File: config.mk
export PLATFORM = sky130hd
export DESIGN_NAME = cmx_top
export DESIGN_NICKNAME = d
export VERILOG_FILES = /design/src/rtl/cmx_pkg.sv /design/src/rtl/cmx_top.sv /design/src/rtl/cmx_route.sv
export VERILOG_INCLUDE_DIRS = /design/src /design/src/rtl
export SDC_FILE = /design/constraint.sdc
export NUM_CORES = 1
export LEC_CHECK = 0
export BUFFER_PORTS_ARGS = -buffer_cell sky130_fd_sc_hd__clkbuf_2
export CORE_MARGIN = 10
export CORE_UTILIZATION = 43
export DETAILED_ROUTE_END_ITERATION = 10
export GPL_TIMING_DRIVEN = 0
export PLACE_DENSITY = 0.81
export SLEW_MARGIN = 20
export SYNTH_ARGS = -nofsm -noshare
export SYNTH_HDL_FRONTEND = slang
export SYNTH_SLANG_ARGS = --single-unit
File: constraint.sdc
create_clock -name clk -period 3.05 [get_ports clk]
set_clock_uncertainty 0.1 [all_clocks]
set_input_delay 0.1525 -clock clk [delete_from_list [all_inputs] [get_ports clk]]
set_output_delay 0.1525 -clock clk [all_outputs]
set_load 0.01 [all_outputs]
File: src/rtl/cmx_params.svh
// constants for the comparator mux control block: offsets, fields, reset values, mode codes
// assumes a core data bus with 8-bit data; included by the package and both modules
//
// Function
// - two comparator inputs muxed from analog pins zero to three by control register
// - on-chip voltage reference selectable as a comparator input instead of pins
// - control register decoded at data address 1fh; controls input and output muxes
// - mode 010 with switch zero: c1 inverting from pin zero, c2 from pin one
// - a comparator result may drive port pin four, alternative to timer clock
// - analog pin three acts as comparator input or result output by mode
`ifndef CMX_PARAMS_SVH
`define CMX_PARAMS_SVH
// ==========================================
// register map
`define CMX_ADDR_W        7
`define CMX_CTRL_ADDR     7'h1f
`define CMX_CTRL_RESET    4'h0
`define CMX_WR_MASK       8'h0f
// ==========================================
// field positions
`define CMX_MODE_LO       0
`define CMX_MODE_HI       2
`define CMX_SWITCH_BIT    3
`define CMX_FIRST_BIT     6
`define CMX_SECOND_BIT    7
// ==========================================
// mode codes
`define CMX_MODE_RESET    3'h0
`define CMX_MODE_ONE_SW   3'h1
`define CMX_MODE_TWO_SW   3'h2
`define CMX_MODE_TWO_REF  3'h3
`define CMX_MODE_TWO_OUT  3'h6
`define CMX_MODE_OFF      3'h7
`endif

File: src/rtl/cmx_pkg.sv
// types shared by the comparator mux control block
// assumes cmx_params.svh for all numeric constants
`include "cmx_params.svh"
package cmx_pkg;
	// ==========================================
	// analog source selection for a comparator input
	typedef enum logic [2:0] {
		CMX_SRC_NONE,
		CMX_SRC_PIN0,
		CMX_SRC_PIN1,
		CMX_SRC_PIN2,
		CMX_SRC_PIN3,
		CMX_SRC_VREF
	} cmx_src_t;
	typedef logic [2:0] cmx_mode_t;
endpackage : cmx_pkg

File: src/rtl/cmx_top.sv
// comparator mux control register and pin routing
// assumes comparator result levels arrive synchronous to clk; analog muxes sit outside
//
// Added by the designer: strobed register access.
`include "cmx_params.svh"
module cmx_top (
	// clock and reset
	input  wire logic                     clk,
	input  wire logic                     reset,
	// register port
	input  wire logic [`CMX_ADDR_W-1:0]   addr,
	input  wire logic [7:0]               wdata,
	input  wire logic                     wr,
	input  wire logic                     rd,
	output logic      [7:0]               rdata,
	// comparator results from the analog side
	input  wire logic                     first_result_in,
	input  wire logic                     second_result_in,
	// analog mux selects
	output cmx_pkg::cmx_src_t             c1_inv_sel,
	output cmx_pkg::cmx_src_t             c1_non_sel,
	output cmx_pkg::cmx_src_t             c2_inv_sel,
	output cmx_pkg::cmx_src_t             c2_non_sel,
	output logic                          comparators_on,
	// pin three result output
	output logic                          analog_pin_three_out,
	output logic                          analog_pin_three_oe,
	// open-drain pin four: only ever pulls low
	output logic                          open_drain_timer_pin_out,
	output logic                          open_drain_timer_pin_oe
);
	import cmx_pkg::*;

	logic      [3:0] ctrl;
	logic            first_result_bit;
	logic            second_result_bit;
	logic            pin3_is_output;
	logic            pin4_drives_result;
	logic            hit;
	cmx_mode_t       mode;
	logic            switch_bit;

	assign hit = (addr == `CMX_CTRL_ADDR);
	// mode and switch views of the control bits, shared by the decode and the checks
	assign mode       = ctrl[`CMX_MODE_HI:`CMX_MODE_LO];
	assign switch_bit = ctrl[`CMX_SWITCH_BIT];

	// ==========================================
	// writable control bits, cleared at reset
	always_ff @(posedge clk) begin
		if (reset) begin
			ctrl <= `CMX_CTRL_RESET;
		end else if (wr && hit) begin
			ctrl <= wdata[`CMX_SWITCH_BIT:`CMX_MODE_LO];
		end
	end

	// result bits follow the comparators; writes to them are dropped
	always_ff @(posedge clk) begin
		if (reset) begin
			first_result_bit  <= 1'b0;
			second_result_bit <= 1'b0;
		end else begin
			first_result_bit  <= first_result_in & comparators_on;
			second_result_bit <= second_result_in & comparators_on;
		end
	end

	// ==========================================
	// read data one cycle after strobe, zero otherwise
	always_ff @(posedge clk) begin
		if (reset) begin
			rdata <= 8'h00;
		end else if (rd && hit) begin
			rdata <= {second_result_bit, first_result_bit, 2'b00, ctrl};
		end else begin
			rdata <= 8'h00;
		end
	end

	cmx_route u_route (
		.switch_bit         (switch_bit),
		.mode               (mode),
		.c1_inv_sel         (c1_inv_sel),
		.c1_non_sel         (c1_non_sel),
		.c2_inv_sel         (c2_inv_sel),
		.c2_non_sel         (c2_non_sel),
		.pin3_is_output     (pin3_is_output),
		.pin4_drives_result (pin4_drives_result),
		.comparators_on     (comparators_on)
	);

	// ==========================================
	// result pins, registered so they never glitch
	always_ff @(posedge clk) begin
		if (reset) begin
			analog_pin_three_out     <= 1'b0;
			analog_pin_three_oe      <= 1'b0;
			open_drain_timer_pin_out <= 1'b0;
			open_drain_timer_pin_oe  <= 1'b0;
		end else begin
			analog_pin_three_out     <= first_result_bit;
			analog_pin_three_oe      <= pin3_is_output;
			open_drain_timer_pin_out <= 1'b0;
			// open drain: in mode 110 drive low when result low, else release for timer input
			open_drain_timer_pin_oe  <= pin4_drives_result & ~second_result_bit;
		end
	end
endmodule : cmx_top

File: src/rtl/cmx_route.sv
// combinational decode from mode and switch to analog mux selects and pin routing
// assumes mode and switch come straight from the control register
`include "cmx_params.svh"
module cmx_route (
	// control fields
	input  wire logic             switch_bit,
	input  wire cmx_pkg::cmx_mode_t mode,
	// mux selects
	output cmx_pkg::cmx_src_t     c1_inv_sel,
	output cmx_pkg::cmx_src_t     c1_non_sel,
	output cmx_pkg::cmx_src_t     c2_inv_sel,
	output cmx_pkg::cmx_src_t     c2_non_sel,
	// pin routing
	output logic                  pin3_is_output,
	output logic                  pin4_drives_result,
	output logic                  comparators_on
);
	import cmx_pkg::*;
	// ==========================================
	// input and output mux decode
	always_comb begin
		c1_inv_sel         = CMX_SRC_NONE;
		c1_non_sel         = CMX_SRC_NONE;
		c2_inv_sel         = CMX_SRC_NONE;
		c2_non_sel         = CMX_SRC_NONE;
		pin3_is_output     = 1'b0;
		pin4_drives_result = 1'b0;
		comparators_on     = 1'b1;
		case (mode)
			`CMX_MODE_ONE_SW: begin
				// one shared reference pin, switch picks pin three or zero
				c1_inv_sel = switch_bit ? CMX_SRC_PIN3 : CMX_SRC_PIN0;
				c1_non_sel = CMX_SRC_PIN2;
				c2_inv_sel = CMX_SRC_PIN1;
				c2_non_sel = CMX_SRC_PIN2;
			end
			`CMX_MODE_TWO_SW: begin
				// both inverting inputs switched, reference on non-inverting
				c1_inv_sel = switch_bit ? CMX_SRC_PIN3 : CMX_SRC_PIN0;
				c2_inv_sel = switch_bit ? CMX_SRC_PIN2 : CMX_SRC_PIN1;
				c1_non_sel = CMX_SRC_VREF;
				c2_non_sel = CMX_SRC_VREF;
			end
			`CMX_MODE_TWO_REF: begin
				c1_inv_sel = CMX_SRC_PIN0;
				c1_non_sel = CMX_SRC_PIN3;
				c2_inv_sel = CMX_SRC_PIN1;
				c2_non_sel = CMX_SRC_PIN2;
			end
			`CMX_MODE_TWO_OUT: begin
				// pin three gives up input role to carry result one
				c1_inv_sel         = CMX_SRC_PIN0;
				c1_non_sel         = CMX_SRC_PIN2;
				c2_inv_sel         = CMX_SRC_PIN1;
				c2_non_sel         = CMX_SRC_PIN2;
				pin3_is_output     = 1'b1;
				pin4_drives_result = 1'b1;
			end
			`CMX_MODE_RESET,
			`CMX_MODE_OFF: begin
				comparators_on = 1'b0;
			end
			default: begin
				// remaining codes: independent comparators on pins
				c1_inv_sel = CMX_SRC_PIN0;
				c1_non_sel = CMX_SRC_PIN3;
				c2_inv_sel = CMX_SRC_PIN1;
				c2_non_sel = CMX_SRC_PIN2;
			end
		endcase
	end
endmodule : cmx_route

==> results of run 1 <==
==> logic make-up after synthesis <==
| kind of cell | after synthesis | share of synthesized area (%) |
|---|---|---|
| compound gates | 2 | 1.923 |
| flops | 15 | 41.96 |
| simple gates | 36 | 35.84 |
| xor+xnor | 2 | 2.448 |
| other cells | 1 | 0.5240 |
| buf+inv | 12 | 11.71 |
| mux | 4 | 5.595 |
==> sequential cells by signal, summed over array words and instances (netlist names) <==
name,cells
first_result_bit,1
ctrl,4
rdata,6
open_drain_timer_pin_oe,1
second_result_bit,1
analog_pin_three_out,1
analog_pin_three_oe,1
==> area by class of cell <==
class                           count  area (sq um)
Buffer                             10         76.32
Sequential cell                    15         300.3
Fill cell                         135         553.0
Multi-Input combinational cell     49         346.6
Timing Repair Buffer               39         210.2
Clock inverter                      1         5.005
Clock buffer                        3         22.52
Tap cell                           16         20.02
Inverter                            2         7.507
==> timing repair <==
action,4_1_cts,5_1_grt
setup buffers,0,0
hold buffers,1,2
setup endpoints to repair,0,0
hold endpoints to repair,1,2
==> placed cells by master (no fill, tap or decap), types with 2 or more instances in the layout <==
cell type | synthesis | layout
clkbuf_2 | 0 | 36
dfxtp_1 | 15 | 15
nand2b_1 | 8 | 8
and2_1 | 7 | 7
buf_4 | 6 | 6
nor2_1 | 5 | 5
conb_1 | 1 | 5
mux2i_1 | 4 | 4
nor3b_1 | 3 | 3
clkbuf_4 | 0 | 3
dlygate4sd3_1 | 0 | 3
buf_6 | 2 | 2
inv_1 | 2 | 2
nand2_1 | 2 | 2
nand4_1 | 2 | 2
==> metal layers <==
layer	wire length [um]	share of wire, %
met1	555	32
met4	36	2.1
met2	944	55
met3	175	10
met5	0	0
==> stage by stage <==
stage | cells | power [mW] | utilization, % | setup slack (ns)
6_report | 135 | 0.3427 | 64.12 | 1.268
5_1_grt | 135 | 0.3590 | 64.12 | 1.205
4_1_cts | 133 | 0.3413 | 62.82 | 1.265
3_5_place_dp | 128 | 0.2301 | 60.39 | 1.590
2_1_floorplan | 76 | 0.2168 | - | 1.694
3_3_place_gp | 128 | 0.2292 | 60.39 | 1.613
==> how the worst max path moves through the flow <==
stage / end / start / cells past startpoint / slack [ns]
after floorplan: c2_non_sel[0] / ctrl[0]$_SDFFE_PP0P_ / 5 / 1.69
after global placement: c2_non_sel[0] / ctrl[0]$_SDFFE_PP0P_ / 6 / 1.61
after detailed placement: c2_non_sel[0] / ctrl[0]$_SDFFE_PP0P_ / 6 / 1.59
after CTS: c2_non_sel[0] / ctrl[0]$_SDFFE_PP0P_ / 6 / 1.27
after global routing: c2_non_sel[0] / ctrl[2]$_SDFFE_PP0P_ / 6 / 1.20
final: c2_non_sel[0] / ctrl[0]$_SDFFE_PP0P_ / 6 / 1.27
==> where the power goes <==
| group | leakage, nW | internal (mW) | switching [mW] | total (mW) |
|---|---|---|---|---|
| clock | 0.0177 | 0.0488 | 0.0649 | 0.114 |
| sequential | 0.121 | 0.196 | 0.0000828 | 0.196 |
| combinational | 0.350 | 0.0198 | 0.0132 | 0.0330 |
==> worst min-delay path: stages <==
cell and delay, ns:
clkbuf_2 0.08, nand2b_1 0.05, mux2i_1 0.06
==> out/summary.json, run 1 <==
{
  "outcome": {"value": "finished, violations left"},
  "failed_checks": {"value": "negative hold slack"},
  "grt_util_all_layers": {"value": 9.613, "unit": "%"},
  "final_layout_size_suffix_gt1_share": {"value": 46.22, "unit": "%"},
  "avgSynthCellArea": {"value": 9.940, "unit": "sq um"},
  "critical_path_buf_inv_count": {"value": 4},
  "floorplan.die.height": {"value": 60.80, "unit": "um"},
  "worst_setup_hold_path_clk_slew": {"value": 0.09, "unit": "ns"},
  "layout.cell_area.non_filler": {"value": 988.4, "unit": "sq um"},
  "postRouteWirelength": {"value": 1712, "unit": "um"},
  "first_pass_iters": {"value": 4},
  "timing.final.hold_violations": {"value": 1},
  "vdd.ir_drop.worst": {"value": 0.1879, "unit": "mV"},
  "initial_core_util": {"value": 46.43, "unit": "%"},
  "r2r_end": {"value": "second_result_bit$_SDFF_PP0_"},
  "numCtsBuffers": {"value": 3},
  "grt_remaining_overflow": {"value": 0},
  "setup.worst_path.class": {"value": "reg2out"},
  "max_cap_violations": {"value": 0},
  "p_per_area": {"value": 346.7, "unit": "nW/um^2"},
  "netlist_top_cells_area": {"value": "dfxtp_1 (42%), nand2b_1 (7.0%), buf_4 (6.3%)"},
  "cts_root_buffer": {"value": "clkbuf_4"},
  "cts_max_level": {"value": 1},
  "final.hold.worst_slack": {"value": -0.006580, "unit": "ns"},
  "largest_net_degree_at_the_start_of_global_routing": {"value": 11},
  "grt_pass1_vias": {"value": 588},
  "p_leak": {"value": 0.4885, "unit": "nW"},
  "cts_resized": {"value": 0},
  "fin_crit": {"value": 1.782, "unit": "ns"},
  "grt.met1_usage": {"value": 8.255, "unit": "%"},
  "worstPathRequired": {"value": 2.80, "unit": "ns"},
  "worst_r2r_path_depth": {"value": 4},
  "vias": {"value": 597},
  "worstPathCellList": {"value": "buf_6 -> or3_4 -> nand2_4 -> inv_1 -> buf_4 -> clkbuf_2"},
  "coreArea": {"value": 1541, "unit": "sq um"},
  "i_o_pin_total": {"value": 46},
  "area_growth": {"value": 38.11, "unit": "%"},
  "critical_path.max_fanout": {"value": 9},
  "r2r_setup_slack": {"value": 1.85, "unit": "ns"},
  "cp-start-kind": {"value": "register"},
  "antenna_violations_before_repair": {"value": 0},
  "detail_route.iter0.violations": {"value": 4},
  "nNetsFinal": {"value": 141},
  "ant_nets": {"value": 0},
  "post-synth-top-area-fraction": {"value": 41.96, "unit": "%"},
  "endpoint_kind": {"value": "output pin"},
  "postSynth.asyncResetShare": {"value": 0, "unit": "%"},
  "clock-sinks": {"value": 15},
  "min_path_cells": {"value": 3},
  "worstHoldEndpoint": {"value": "ctrl[0]$_SDFFE_PP0P_"},
  "unrepaired_setup_endpoints_after_global_routing": {"value": "no"},
  "clk-insertion-delay-late": {"value": 0.29, "unit": "ns"},
  "final_critical_path_share_of_the_clock_period": {"value": 58.43, "unit": "%"},
  "grt-busiest-layer": {"value": "met2"},
  "worstReg2RegStart": {"value": "ctrl[0]$_SDFFE_PP0P_"},
  "synth_cell_type_count": {"value": 27},
  "ys_seq_elements": {"value": 15},
  "leading_post_synthesis_cells_by_instance_count": {"value": "dfxtp_1 (15), nand2b_1 (8), and2_1 (7), buf_4 (6), nor2_1 (5)"},
  "met3_usage": {"value": 5.846, "unit": "%"},
  "min_path_type": {"value": "in2reg"},
  "chipWidth": {"value": 60.80, "unit": "um"},
  "groute.layer.met2.usage": {"value": 17.18, "unit": "%"},
  "ys_warn_count": {"value": 0},
  "critPathSlowestCell": {"value": "or3_4"},
  "vias_per_cell": {"value": 4.422},
  "cts_tree": {"value": "yes"},
  "wl_per_cell": {"value": 12.68, "unit": "um"},
  "longest_clk_path_bufs": {"value": 2},
  "placement.io_buffers": {"value": 36},
  "dpl_cell_area": {"value": 930.9, "unit": "sq um"},
  "dpl.hpwl": {"value": 1420, "unit": "um"},
  "worstPathArrival": {"value": 1.53, "unit": "ns"},
  "antenna_cells": {"value": 0},
  "top_cell_type_by_total_area_after_synthesis": {"value": "dfxtp_1"},
  "grt_first_pass_wirelength": {"value": 2642, "unit": "um"},
  "post_synthesis_sequential_area_ratio": {"value": 41.96, "unit": "%"},
  "netlist_instances": {"value": 72},
  "fp-row-count": {"value": 14},
  "yosysMostFrequentCell": {"value": "dfxtp_1"},
  "slew_viol_final": {"value": 0},
  "synth_enable_flop_cells": {"value": 0},
  "timing.setup.tns": {"value": 0, "unit": "ns"},
  "postSynth.topFlopCell": {"value": "dfxtp_1"},
  "max_stage_delay": {"value": 0.39, "unit": "ns"},
  "setup-violations-final": {"value": 0},
  "max_freq": {"value": 561.1, "unit": "MHz"},
  "critical-path-top-delay-family": {"value": "simple AND/OR/NAND/NOR gates"},
  "drt_drc_violations_left": {"value": 0},
  "hold_path.startpoint": {"value": "wdata[0]"},
  "post_syn_area": {"value": 715.7, "unit": "sq um"},
  "design.die.area": {"value": 3696, "unit": "sq um"},
  "gp_congestion": {"value": 0.8129}
}
Power figures use the tool's default switching activity.
==> inputs of run 2 (changes only) <==
Settings changed: ABC_AREA set to 1, CORE_UTILIZATION 43 to 36, PLACE_DENSITY 0.81 to 0.73.
Clock period 3.05 ns to 1.5 ns, I/O delays scaled along.
==> run 2 against run 1 <==
The run now ends clean. Critical path depth up 1. Worst hold slack better by 0.024 ns. Sequential power up 100%. Die area up 10%. Combinational power up 120%. First-iteration DRC count up 100%. Setup slack worse by 1.2 ns. Global-route usage down 0.83 points. Register-to-register slack worse by 1.3 ns. Synthesized cell count up 32%. Core utilization down 8.1 points. Wire length up 1.4%. Largest power group unchanged.
==> out/summary.json, run 2 <==
{
  "synth_enable_flop_cells": {"value": 0, "change": "unchanged"},
  "cts_tree": {"value": "yes", "change": "unchanged"},
  "ys_seq_elements": {"value": 15, "change": "unchanged"},
  "critPathSlowestCell": {"value": "dfxtp_2", "change": "was or3_4"},
  "chipWidth": {"value": 63.84, "unit": "um", "change": "was 60.80 um"},
  "cts_root_buffer": {"value": "clkbuf_4", "change": "unchanged"},
  "coreArea": {"value": 1783, "unit": "sq um", "change": "was 1541 sq um"},
  "num-fill-cells": {"value": 175, "change": "was 135"},
  "numCtsBuffers": {"value": 3, "change": "unchanged"},
  "critical_path.max_fanout": {"value": 4, "change": "was 9"},
  "worstReg2RegStart": {"value": "ctrl[1]$_SDFFE_PP0P_", "change": "was ctrl[0]$_SDFFE_PP0P_"},
  "p_per_area": {"value": 699.6, "unit": "nW/um^2", "change": "was 346.7 nW/um^2"},
  "initial_core_util": {"value": 38.81, "unit": "%", "change": "was 46.43%"},
  "cts_max_level": {"value": 1, "change": "unchanged"},
  "drt_drc_violations_left": {"value": 0, "change": "unchanged"},
  "worst_setup_hold_path_clk_slew": {"value": 0.10, "unit": "ns", "change": "was 0.09 ns"},
  "floorplan.die.height": {"value": 63.84, "unit": "um", "change": "was 60.80 um"},
  "largest-register": {"value": "rdata", "change": "unchanged"},
  "outcome": {"value": "complete, no violations", "change": "was finished, violations left"},
  "detail_route.iter0.violations": {"value": 8, "change": "was 4"},
  "critical-path-top-delay-family": {"value": "simple AND/OR/NAND/NOR gates", "change": "unchanged"},
  "setup-violations-final": {"value": 0, "change": "unchanged"},
  "i_o_pin_total": {"value": 46, "change": "unchanged"},
  "largest_net_degree_at_the_start_of_global_routing": {"value": 10, "change": "was 11"},
  "met3_usage": {"value": 4.878, "unit": "%", "change": "was 5.846%"},
  "synth_cell_type_count": {"value": 16, "change": "was 27"},
  "antenna_violations_before_repair": {"value": 0, "change": "unchanged"},
  "grt.met1_usage": {"value": 8.004, "unit": "%", "change": "was 8.255%"},
  "worstPathCellList": {"value": "nor2_4 -> nand2_2 -> nand2_1 -> inv_2 -> nor2_4 -> nor2_2 -> clkbuf_2", "change": "was buf_6 -> or3_4 -> nand2_4 -> inv_1 -> buf_4 -> clkbuf_2"},
  "cp_common_cell": {"value": "nor2_4"},
  "unrepaired_setup_endpoints_after_global_routing": {"value": "no", "change": "unchanged"},
  "worst_r2r_path_depth": {"value": 5, "change": "was 4"},
  "setup.worst_path.class": {"value": "reg2out", "change": "unchanged"},
  "design.die.area": {"value": 4076, "unit": "sq um", "change": "was 3696 sq um"},
  "netlist_instances": {"value": 95, "change": "was 72"},
  "grt_first_pass_wirelength": {"value": 2960, "unit": "um", "change": "was 2642 um"},
  "min_path_cells": {"value": 5, "change": "was 3"},
  "post_synthesis_sequential_area_ratio": {"value": 43.40, "unit": "%", "change": "was 41.96%"},
  "leading_post_synthesis_cells_by_instance_count": {"value": "inv_1 (19), nand2_1 (19), nor2_1 (17), dfxtp_1 (15), buf_4 (6)", "change": "was dfxtp_1 (15), nand2b_1 (8), and2_1 (7), buf_4 (6), nor2_1 (5)"},
  "mostFrequentLayoutCells": {"value": "clkbuf_2 (36), inv_1 (19), nand2_1 (17), nor2_1 (17), dfxtp_1 (12)", "change": "was clkbuf_2 (36), dfxtp_1 (15), nand2b_1 (8), and2_1 (7), buf_4 (6)"},
  "top_cell_type_by_total_area_after_synthesis": {"value": "dfxtp_1", "change": "unchanged"},
  "fp-row-count": {"value": 15, "change": "was 14"},
  "clock-sinks": {"value": 15, "change": "unchanged"},
  "largestRegisters": {"value": "rdata: 6 flops, ctrl: 4 flops", "change": "unchanged"},
  "postRouteWirelength": {"value": 1736, "unit": "um", "change": "was 1712 um"},
  "p_leak": {"value": 0.5571, "unit": "nW", "change": "was 0.4885 nW"},
  "postSynth.topFlopCell": {"value": "dfxtp_1", "change": "unchanged"},
  "clk-insertion-delay-late": {"value": 0.28, "unit": "ns", "change": "was 0.29 ns"},
  "slew_viol_final": {"value": 0, "change": "unchanged"},
  "final.hold.worst_slack": {"value": 0.01771, "unit": "ns", "change": "was -0.006580 ns"},
  "critical_path_depth": {"value": 7, "change": "was 6"},
  "post_cts_buffers": {"value": 0, "change": "unchanged"},
  "grt_util_all_layers": {"value": 8.780, "unit": "%", "change": "was 9.613%"},
  "endpoint_kind": {"value": "output pin", "change": "unchanged"},
  "grt_remaining_overflow": {"value": 0, "change": "unchanged"},
  "max_freq": {"value": 716.4, "unit": "MHz"},
  "final_layout_size_suffix_gt1_share": {"value": 43.66, "unit": "%", "change": "was 46.22%"},
  "antenna_cells": {"value": 0, "change": "unchanged"},
  "wl_per_cell": {"value": 10.40, "unit": "um", "change": "was 12.68 um"},
  "grt-busiest-layer": {"value": "met2", "change": "unchanged"},
  "worstPathRequired": {"value": 1.32, "unit": "ns", "change": "was 2.80 ns"},
  "vias_per_cell": {"value": 3.982, "change": "was 4.422"},
  "max_cap_violations": {"value": 0, "change": "unchanged"},
  "vdd.ir_drop.worst": {"value": 0.2749, "unit": "mV", "change": "was 0.1879 mV"},
  "min_path_type": {"value": "in2reg", "change": "unchanged"},
  "fin_crit": {"value": 1.396, "unit": "ns"},
  "worstHoldEndpoint": {"value": "ctrl[3]$_SDFFE_PP0P_", "change": "was ctrl[0]$_SDFFE_PP0P_"},
  "groute.layer.met2.usage": {"value": 15.05, "unit": "%", "change": "was 17.18%"},
  "avgSynthCellArea": {"value": 7.283, "unit": "sq um", "change": "was 9.940 sq um"},
  "placement.io_buffers": {"value": 36, "change": "unchanged"},
  "r2r_setup_slack": {"value": 0.56, "unit": "ns", "change": "was 1.85 ns"},
  "nNetsFinal": {"value": 164, "change": "was 141"},
  "ys_warn_count": {"value": 0, "change": "unchanged"},
  "ant_nets": {"value": 0, "change": "unchanged"},
  "postSynth.asyncResetShare": {"value": 0, "unit": "%", "change": "unchanged"},
  "grt_pass1_vias": {"value": 706, "change": "was 588"},
  "post_syn_area": {"value": 691.9, "unit": "sq um", "change": "was 715.7 sq um"},
  "area_growth": {"value": 44.48, "unit": "%", "change": "was 38.11%"},
  "dpl.hpwl": {"value": 1460, "unit": "um", "change": "was 1420 um"},
  "largest_register_ffs": {"value": 6, "change": "unchanged"},
  "cp-start-kind": {"value": "register", "change": "unchanged"},
  "post-synth-top-area-fraction": {"value": 43.40, "unit": "%", "change": "was 41.96%"},
  "final_critical_path_share_of_the_clock_period": {"value": 93.06, "unit": "%"},
  "first_pass_iters": {"value": 4, "change": "unchanged"},
  "longest_clk_path_bufs": {"value": 2, "change": "unchanged"},
  "netlist_top_cells_area": {"value": "dfxtp_1 (43%), inv_1 (10%), nand2_1 (10%)", "change": "was dfxtp_1 (42%), nand2b_1 (7.0%), buf_4 (6.3%)"},
  "mostFrequentLayoutCell": {"value": "clkbuf_2", "change": "unchanged"},
  "worstPathArrival": {"value": 1.22, "unit": "ns", "change": "was 1.53 ns"},
  "gp_congestion": {"value": 0.8110, "change": "was 0.8129"},
  "r2r_end": {"value": "first_result_bit$_SDFF_PP0_", "change": "was second_result_bit$_SDFF_PP0_"},
  "hold_path.startpoint": {"value": "wdata[3]", "change": "was wdata[0]"},
  "timing.setup.tns": {"value": 0, "unit": "ns", "change": "unchanged"},
  "critical_path_buf_inv_count": {"value": 2, "change": "was 4"},
  "vias": {"value": 665, "change": "was 597"},
  "timing.final.hold_violations": {"value": 0, "change": "was 1"},
  "max_stage_delay": {"value": 0.35, "unit": "ns", "change": "was 0.39 ns"}
}
[run 2: power by group]
part | internal (mW) | switching (mW)
Sequential | 0.397 | 0.000678
Clock | 0.0988 | 0.129
Combinational | 0.0372 | 0.0365
Total | 0.533 | 0.167
[run 2: worst max-delay path by stage]
stage	start	endpoint	slack, ns
3_5_place_dp	ctrl[1]$_SDFFE_PP0P_	c2_non_sel[1]	0.32
2_1_floorplan	ctrl[1]$_SDFFE_PP0P_	c2_non_sel[1]	0.41
6_report	ctrl[2]$_SDFFE_PP0P_	c1_inv_sel[0]	0.10
4_1_cts	ctrl[1]$_SDFFE_PP0P_	c2_non_sel[1]	0.02
3_3_place_gp	ctrl[1]$_SDFFE_PP0P_	c1_inv_sel[0]	0.33
5_1_grt	ctrl[2]$_SDFFE_PP0P_	c1_inv_sel[0]	0.01
[run 2: cell type report]
cell class / instances / area, sq um / share of cell area [%]
sequential: 15 / 306.5 / 30.66
multi-input combinational: 56 / 296.5 / 29.66
timing repair buffer: 39 / 210.2 / 21.03
inverter: 22 / 82.58 / 8.260
buffer: 6 / 45.04 / 4.506
tap: 25 / 31.28 / 3.129
clock buffer: 3 / 22.52 / 2.253
clock inverter: 1 / 5.005 / 0.5006
[run 2: tightest hold or removal path: cells and delay by family]
kind	cells	cell delay, ns
buf+inv	2	0.12
simple gates	3	0.17
[run 2: per-stage QoR]
| step | area [sq um] | util (%) | power [mW] | worst slack (ns) | cells |
|---|---|---|---|---|---|
| floorplan | 706.9 | - | 0.4459 | 0.4064 | 99 |
| CTS | 975.9 | 54.74 | 0.7052 | 0.02128 | 167 |
| finish | 999.7 | 56.07 | 0.6994 | 0.1041 | 167 |
| global placement | 918.4 | 51.51 | 0.4739 | 0.3325 | 160 |
| global route | 999.7 | 56.07 | 0.7366 | 0.009507 | 167 |
| detailed placement | 918.4 | 51.51 | 0.4752 | 0.3233 | 160 |
[run 2: kinds of logic (layout without fill, tap and decap cells)]
| logic type | count (synthesis) | after routing | share of synthesized area (%) |
|---|---|---|---|
| buffers and inverters | 28 | 71 | 18.44 |
| AO/OA/AOI/OAI | 2 | 2 | 1.989 |
| AND/OR/NAND/NOR | 49 | 49 | 35.62 |
| other | 1 | 5 | 0.5420 |
| flip-flops | 15 | 15 | 43.40 |
[run 2: layer usage]
layer | vias up | share of wire [%]
li1 | 364 | -
met1 | 272 | 37
met2 | 27 | 49
met3 | 2 | 12
met4 | 0 | 1.7
met5 | - | 0
[run 2: repair_timing]
item | 4_1_cts | 5_1_grt
hold endpoints to repair | 5 | 0
hold buffers | 3 | 0
resized for setup | 0 | 8
setup endpoints to repair | 0 | 4
==> inputs of run 3 (changes only) <==
Settings changed: BUFFER_PORTS_ARGS -buffer_cell sky130_fd_sc_hd__clkbuf_2 to -buffer_cell sky130_fd_sc_hd__buf_2, TNS_END_PERCENT set to 30.
==> run 3 against run 2 <==
Die area stayed put. Sequential share of layout area decreased by 0.15 points. Combinational power about the same. Clock power about the same. Sequential power is essentially flat. Setup slack lost 0.0086 ns. Design area increased by 0.50%. Cell count unchanged. Global-route usage fell by 0.49 points. Core utilization is 0.28 points higher. Clock-buffer cell count stayed put. Critical path depth did not move.
==> out/summary.json, run 3 (synthesis gave the netlist of run 2 again) <==
{
  "detail_route.iter0.violations": {"value": 12, "change": "was 8"},
  "vdd.ir_drop.worst": {"value": 0.3288, "unit": "mV", "change": "was 0.2749 mV"},
  "p_per_area": {"value": 697.5, "unit": "nW/um^2", "change": "was 699.6 nW/um^2"},
  "r2r_end": {"value": "first_result_bit$_SDFF_PP0_", "change": "unchanged"},
  "grt_first_pass_wirelength": {"value": 2801, "unit": "um", "change": "was 2960 um"},
  "worst_setup_hold_path_clk_slew": {"value": 0.09, "unit": "ns", "change": "was 0.10 ns"},
  "endpoint_kind": {"value": "output pin", "change": "unchanged"},
  "clock-sinks": {"value": 15, "change": "unchanged"},
  "clk-insertion-delay-late": {"value": 0.28, "unit": "ns", "change": "about the same"},
  "area_growth": {"value": 45.21, "unit": "%", "change": "was 44.48%"},
  "design.die.area": {"value": 4076, "unit": "sq um", "change": "unchanged"},
  "gp_congestion": {"value": 0.8186, "change": "was 0.8110"},
  "drt_drc_violations_left": {"value": 0, "change": "unchanged"},
  "grt_util_all_layers": {"value": 8.286, "unit": "%", "change": "was 8.780%"},
  "first_pass_iters": {"value": 4, "change": "unchanged"},
  "placement.io_buffers": {"value": 36, "change": "unchanged"},
  "wl_per_cell": {"value": 10.30, "unit": "um", "change": "was 10.40 um"},
  "longest_clk_path_bufs": {"value": 2, "change": "unchanged"},
  "fp-row-count": {"value": 15, "change": "unchanged"},
  "worstPathCellList": {"value": "nor2_4 -> nand2_2 -> nand2_2 -> inv_2 -> nor2_4 -> nor2_2 -> buf_2", "change": "was nor2_4 -> nand2_2 -> nand2_1 -> inv_2 -> nor2_4 -> nor2_2 -> clkbuf_2"},
  "final.hold.worst_slack": {"value": 0.02175, "unit": "ns", "change": "was 0.01771 ns"},
  "critPathSlowestCell": {"value": "dfxtp_4", "change": "was dfxtp_2"},
  "grt_pass1_vias": {"value": 692, "change": "was 706"},
  "setup.worst_path.class": {"value": "reg2out", "change": "unchanged"},
  "cp-start-kind": {"value": "register", "change": "unchanged"},
  "mostFrequentLayoutCells": {"value": "buf_2 (36), inv_1 (19), nand2_1 (17), nor2_1 (17), dfxtp_1 (12)", "change": "was clkbuf_2 (36), inv_1 (19), nand2_1 (17), nor2_1 (17), dfxtp_1 (12)"},
  "worstReg2RegStart": {"value": "ctrl[1]$_SDFFE_PP0P_", "change": "unchanged"},
  "antenna_violations_before_repair": {"value": 0, "change": "unchanged"},
  "initial_core_util": {"value": 38.81, "unit": "%", "change": "unchanged"},
  "unrepaired_setup_endpoints_after_global_routing": {"value": "no", "change": "unchanged"},
  "max_stage_delay": {"value": 0.37, "unit": "ns", "change": "was 0.35 ns"},
  "numCtsBuffers": {"value": 3, "change": "unchanged"},
  "max_freq": {"value": 712.0, "unit": "MHz", "change": "was 716.4 MHz"},
  "setup-violations-final": {"value": 0, "change": "unchanged"},
  "hold_path.startpoint": {"value": "wdata[2]", "change": "was wdata[3]"},
  "critical_path.startpoint": {"value": "ctrl[2]$_SDFFE_PP0P_", "change": "unchanged"},
  "worst_r2r_path_depth": {"value": 5, "change": "unchanged"},
  "max_cap_violations": {"value": 0, "change": "unchanged"},
  "r2r_setup_slack": {"value": 0.52, "unit": "ns", "change": "was 0.56 ns"},
  "worstPathRequired": {"value": 1.32, "unit": "ns", "change": "about the same"},
  "vias": {"value": 670, "change": "was 665"},
  "cts_tree": {"value": "yes", "change": "unchanged"},
  "ant_nets": {"value": 0, "change": "unchanged"},
  "dpl.hpwl": {"value": 1429, "unit": "um", "change": "was 1460 um"},
  "min_path_cells": {"value": 5, "change": "unchanged"},
  "final_layout_size_suffix_gt1_share": {"value": 44.37, "unit": "%", "change": "was 43.66%"},
  "fin_crit": {"value": 1.405, "unit": "ns", "change": "was 1.396 ns"},
  "p_leak": {"value": 0.5719, "unit": "nW", "change": "was 0.5571 nW"},
  "critical_path.max_fanout": {"value": 4, "change": "unchanged"},
  "min_path_type": {"value": "in2reg", "change": "unchanged"},
  "timing.final.hold_violations": {"value": 0, "change": "unchanged"},
  "cts_root_buffer": {"value": "clkbuf_4", "change": "unchanged"},
  "vias_per_cell": {"value": 4.012, "change": "was 3.982"},
  "postRouteWirelength": {"value": 1720, "unit": "um", "change": "was 1736 um"},
  "chipWidth": {"value": 63.84, "unit": "um", "change": "unchanged"},
  "largestRegisters": {"value": "rdata: 6 flops, ctrl: 4 flops", "change": "unchanged"},
  "i_o_pin_total": {"value": 46, "change": "unchanged"},
  "worstHoldEndpoint": {"value": "ctrl[2]$_SDFFE_PP0P_", "change": "was ctrl[3]$_SDFFE_PP0P_"},
  "worstPathArrival": {"value": 1.23, "unit": "ns", "change": "was 1.22 ns"},
  "timing.setup.tns": {"value": 0, "unit": "ns", "change": "unchanged"},
  "antenna_cells": {"value": 0, "change": "unchanged"},
  "cts_max_level": {"value": 1, "change": "unchanged"},
  "floorplan.die.height": {"value": 63.84, "unit": "um", "change": "unchanged"},
  "outcome": {"value": "complete, no violations", "change": "unchanged"},
  "coreArea": {"value": 1783, "unit": "sq um", "change": "unchanged"},
  "largest_net_degree_at_the_start_of_global_routing": {"value": 10, "change": "unchanged"},
  "mostFrequentLayoutCell": {"value": "buf_2", "change": "was clkbuf_2"},
  "slew_viol_final": {"value": 0, "change": "unchanged"},
  "largest-register": {"value": "rdata", "change": "unchanged"},
  "largest_register_ffs": {"value": 6, "change": "unchanged"},
  "nNetsFinal": {"value": 164, "change": "unchanged"},
  "dpl_worst_slack": {"value": 0.3424, "unit": "ns", "change": "was 0.3233 ns"},
  "final.setup.worst_slack": {"value": 0.09545, "unit": "ns", "change": "was 0.1041 ns"},
  "post_cts_buffers": {"value": 0, "change": "unchanged"},
  "grt_remaining_overflow": {"value": 0, "change": "unchanged"},
  "final_critical_path_share_of_the_clock_period": {"value": 93.64, "unit": "%", "change": "was 93.06%"}
}
[run 3: cell types whose count changed in the layout (fill, tap and decap cells not counted), sizes merged]
cell and delta:
clkbuf -36, buf +36
[run 3: stage by stage]
stage,util [%],total power [mW],area (sq um),std cells
floorplan,-,0.4459,706.9,99
global placement,51.51,0.4738,918.4,160
detailed placement,51.51,0.4750,918.4,160
CTS,54.74,0.7080,975.9,167
global route,56.35,0.7355,1005,167
finish,56.35,0.7008,1005,167
[run 3: repair_timing]
action,CTS,global route
resized for setup,0,9
hold buffers,3,0
endpoints found under the setup margin,0,4
hold endpoints to repair,5,0
[run 3: report_power, final]
part           total (mW)  switching [mW]  internal [mW]
Sequential          0.398        0.000681          0.397
Combinational      0.0739          0.0367         0.0372
Clock               0.229           0.130         0.0989
Total               0.701           0.168          0.533
[run 3: worst max-delay path by stage]
stage	end	slack [ns]	depth (start not counted)
2_1_floorplan	c2_non_sel[1]	0.41	4
3_3_place_gp	c1_inv_sel[0]	0.35	5
3_5_place_dp	c1_inv_sel[0]	0.34	5
4_1_cts	c1_inv_sel[0]	0.02	5
5_1_grt	c1_inv_sel[0]	0.004	6
6_report	c1_inv_sel[0]	0.1	7
[run 3: layout make-up]
class,count,area [sq um]
Fill cell,176,778.2
Sequential cell,15,306.5
Multi-Input combinational cell,56,301.5
Timing Repair Buffer,39,210.2
Inverter,22,82.58
Buffer,6,45.04
Tap cell,25,31.28
Clock buffer,3,22.52
Clock inverter,1,5.005
[run 3: worst max-delay path: cells and delay by family, from the launching register on]
family | cells | cell delay, ns
AND/OR/NAND/NOR | 5 | 0.41
buffers and inverters | 2 | 0.17
flip-flops | 1 | 0.37
[run 3: per-layer routing]
metal	vias to the layer above	GRT usage (%)	part of all wire [%]
li1	361	-	-
met1	280	7.806	40
met2	27	14.30	49
met3	2	4.007	11
met4	0	4.918	0.52
met5	-	0	0
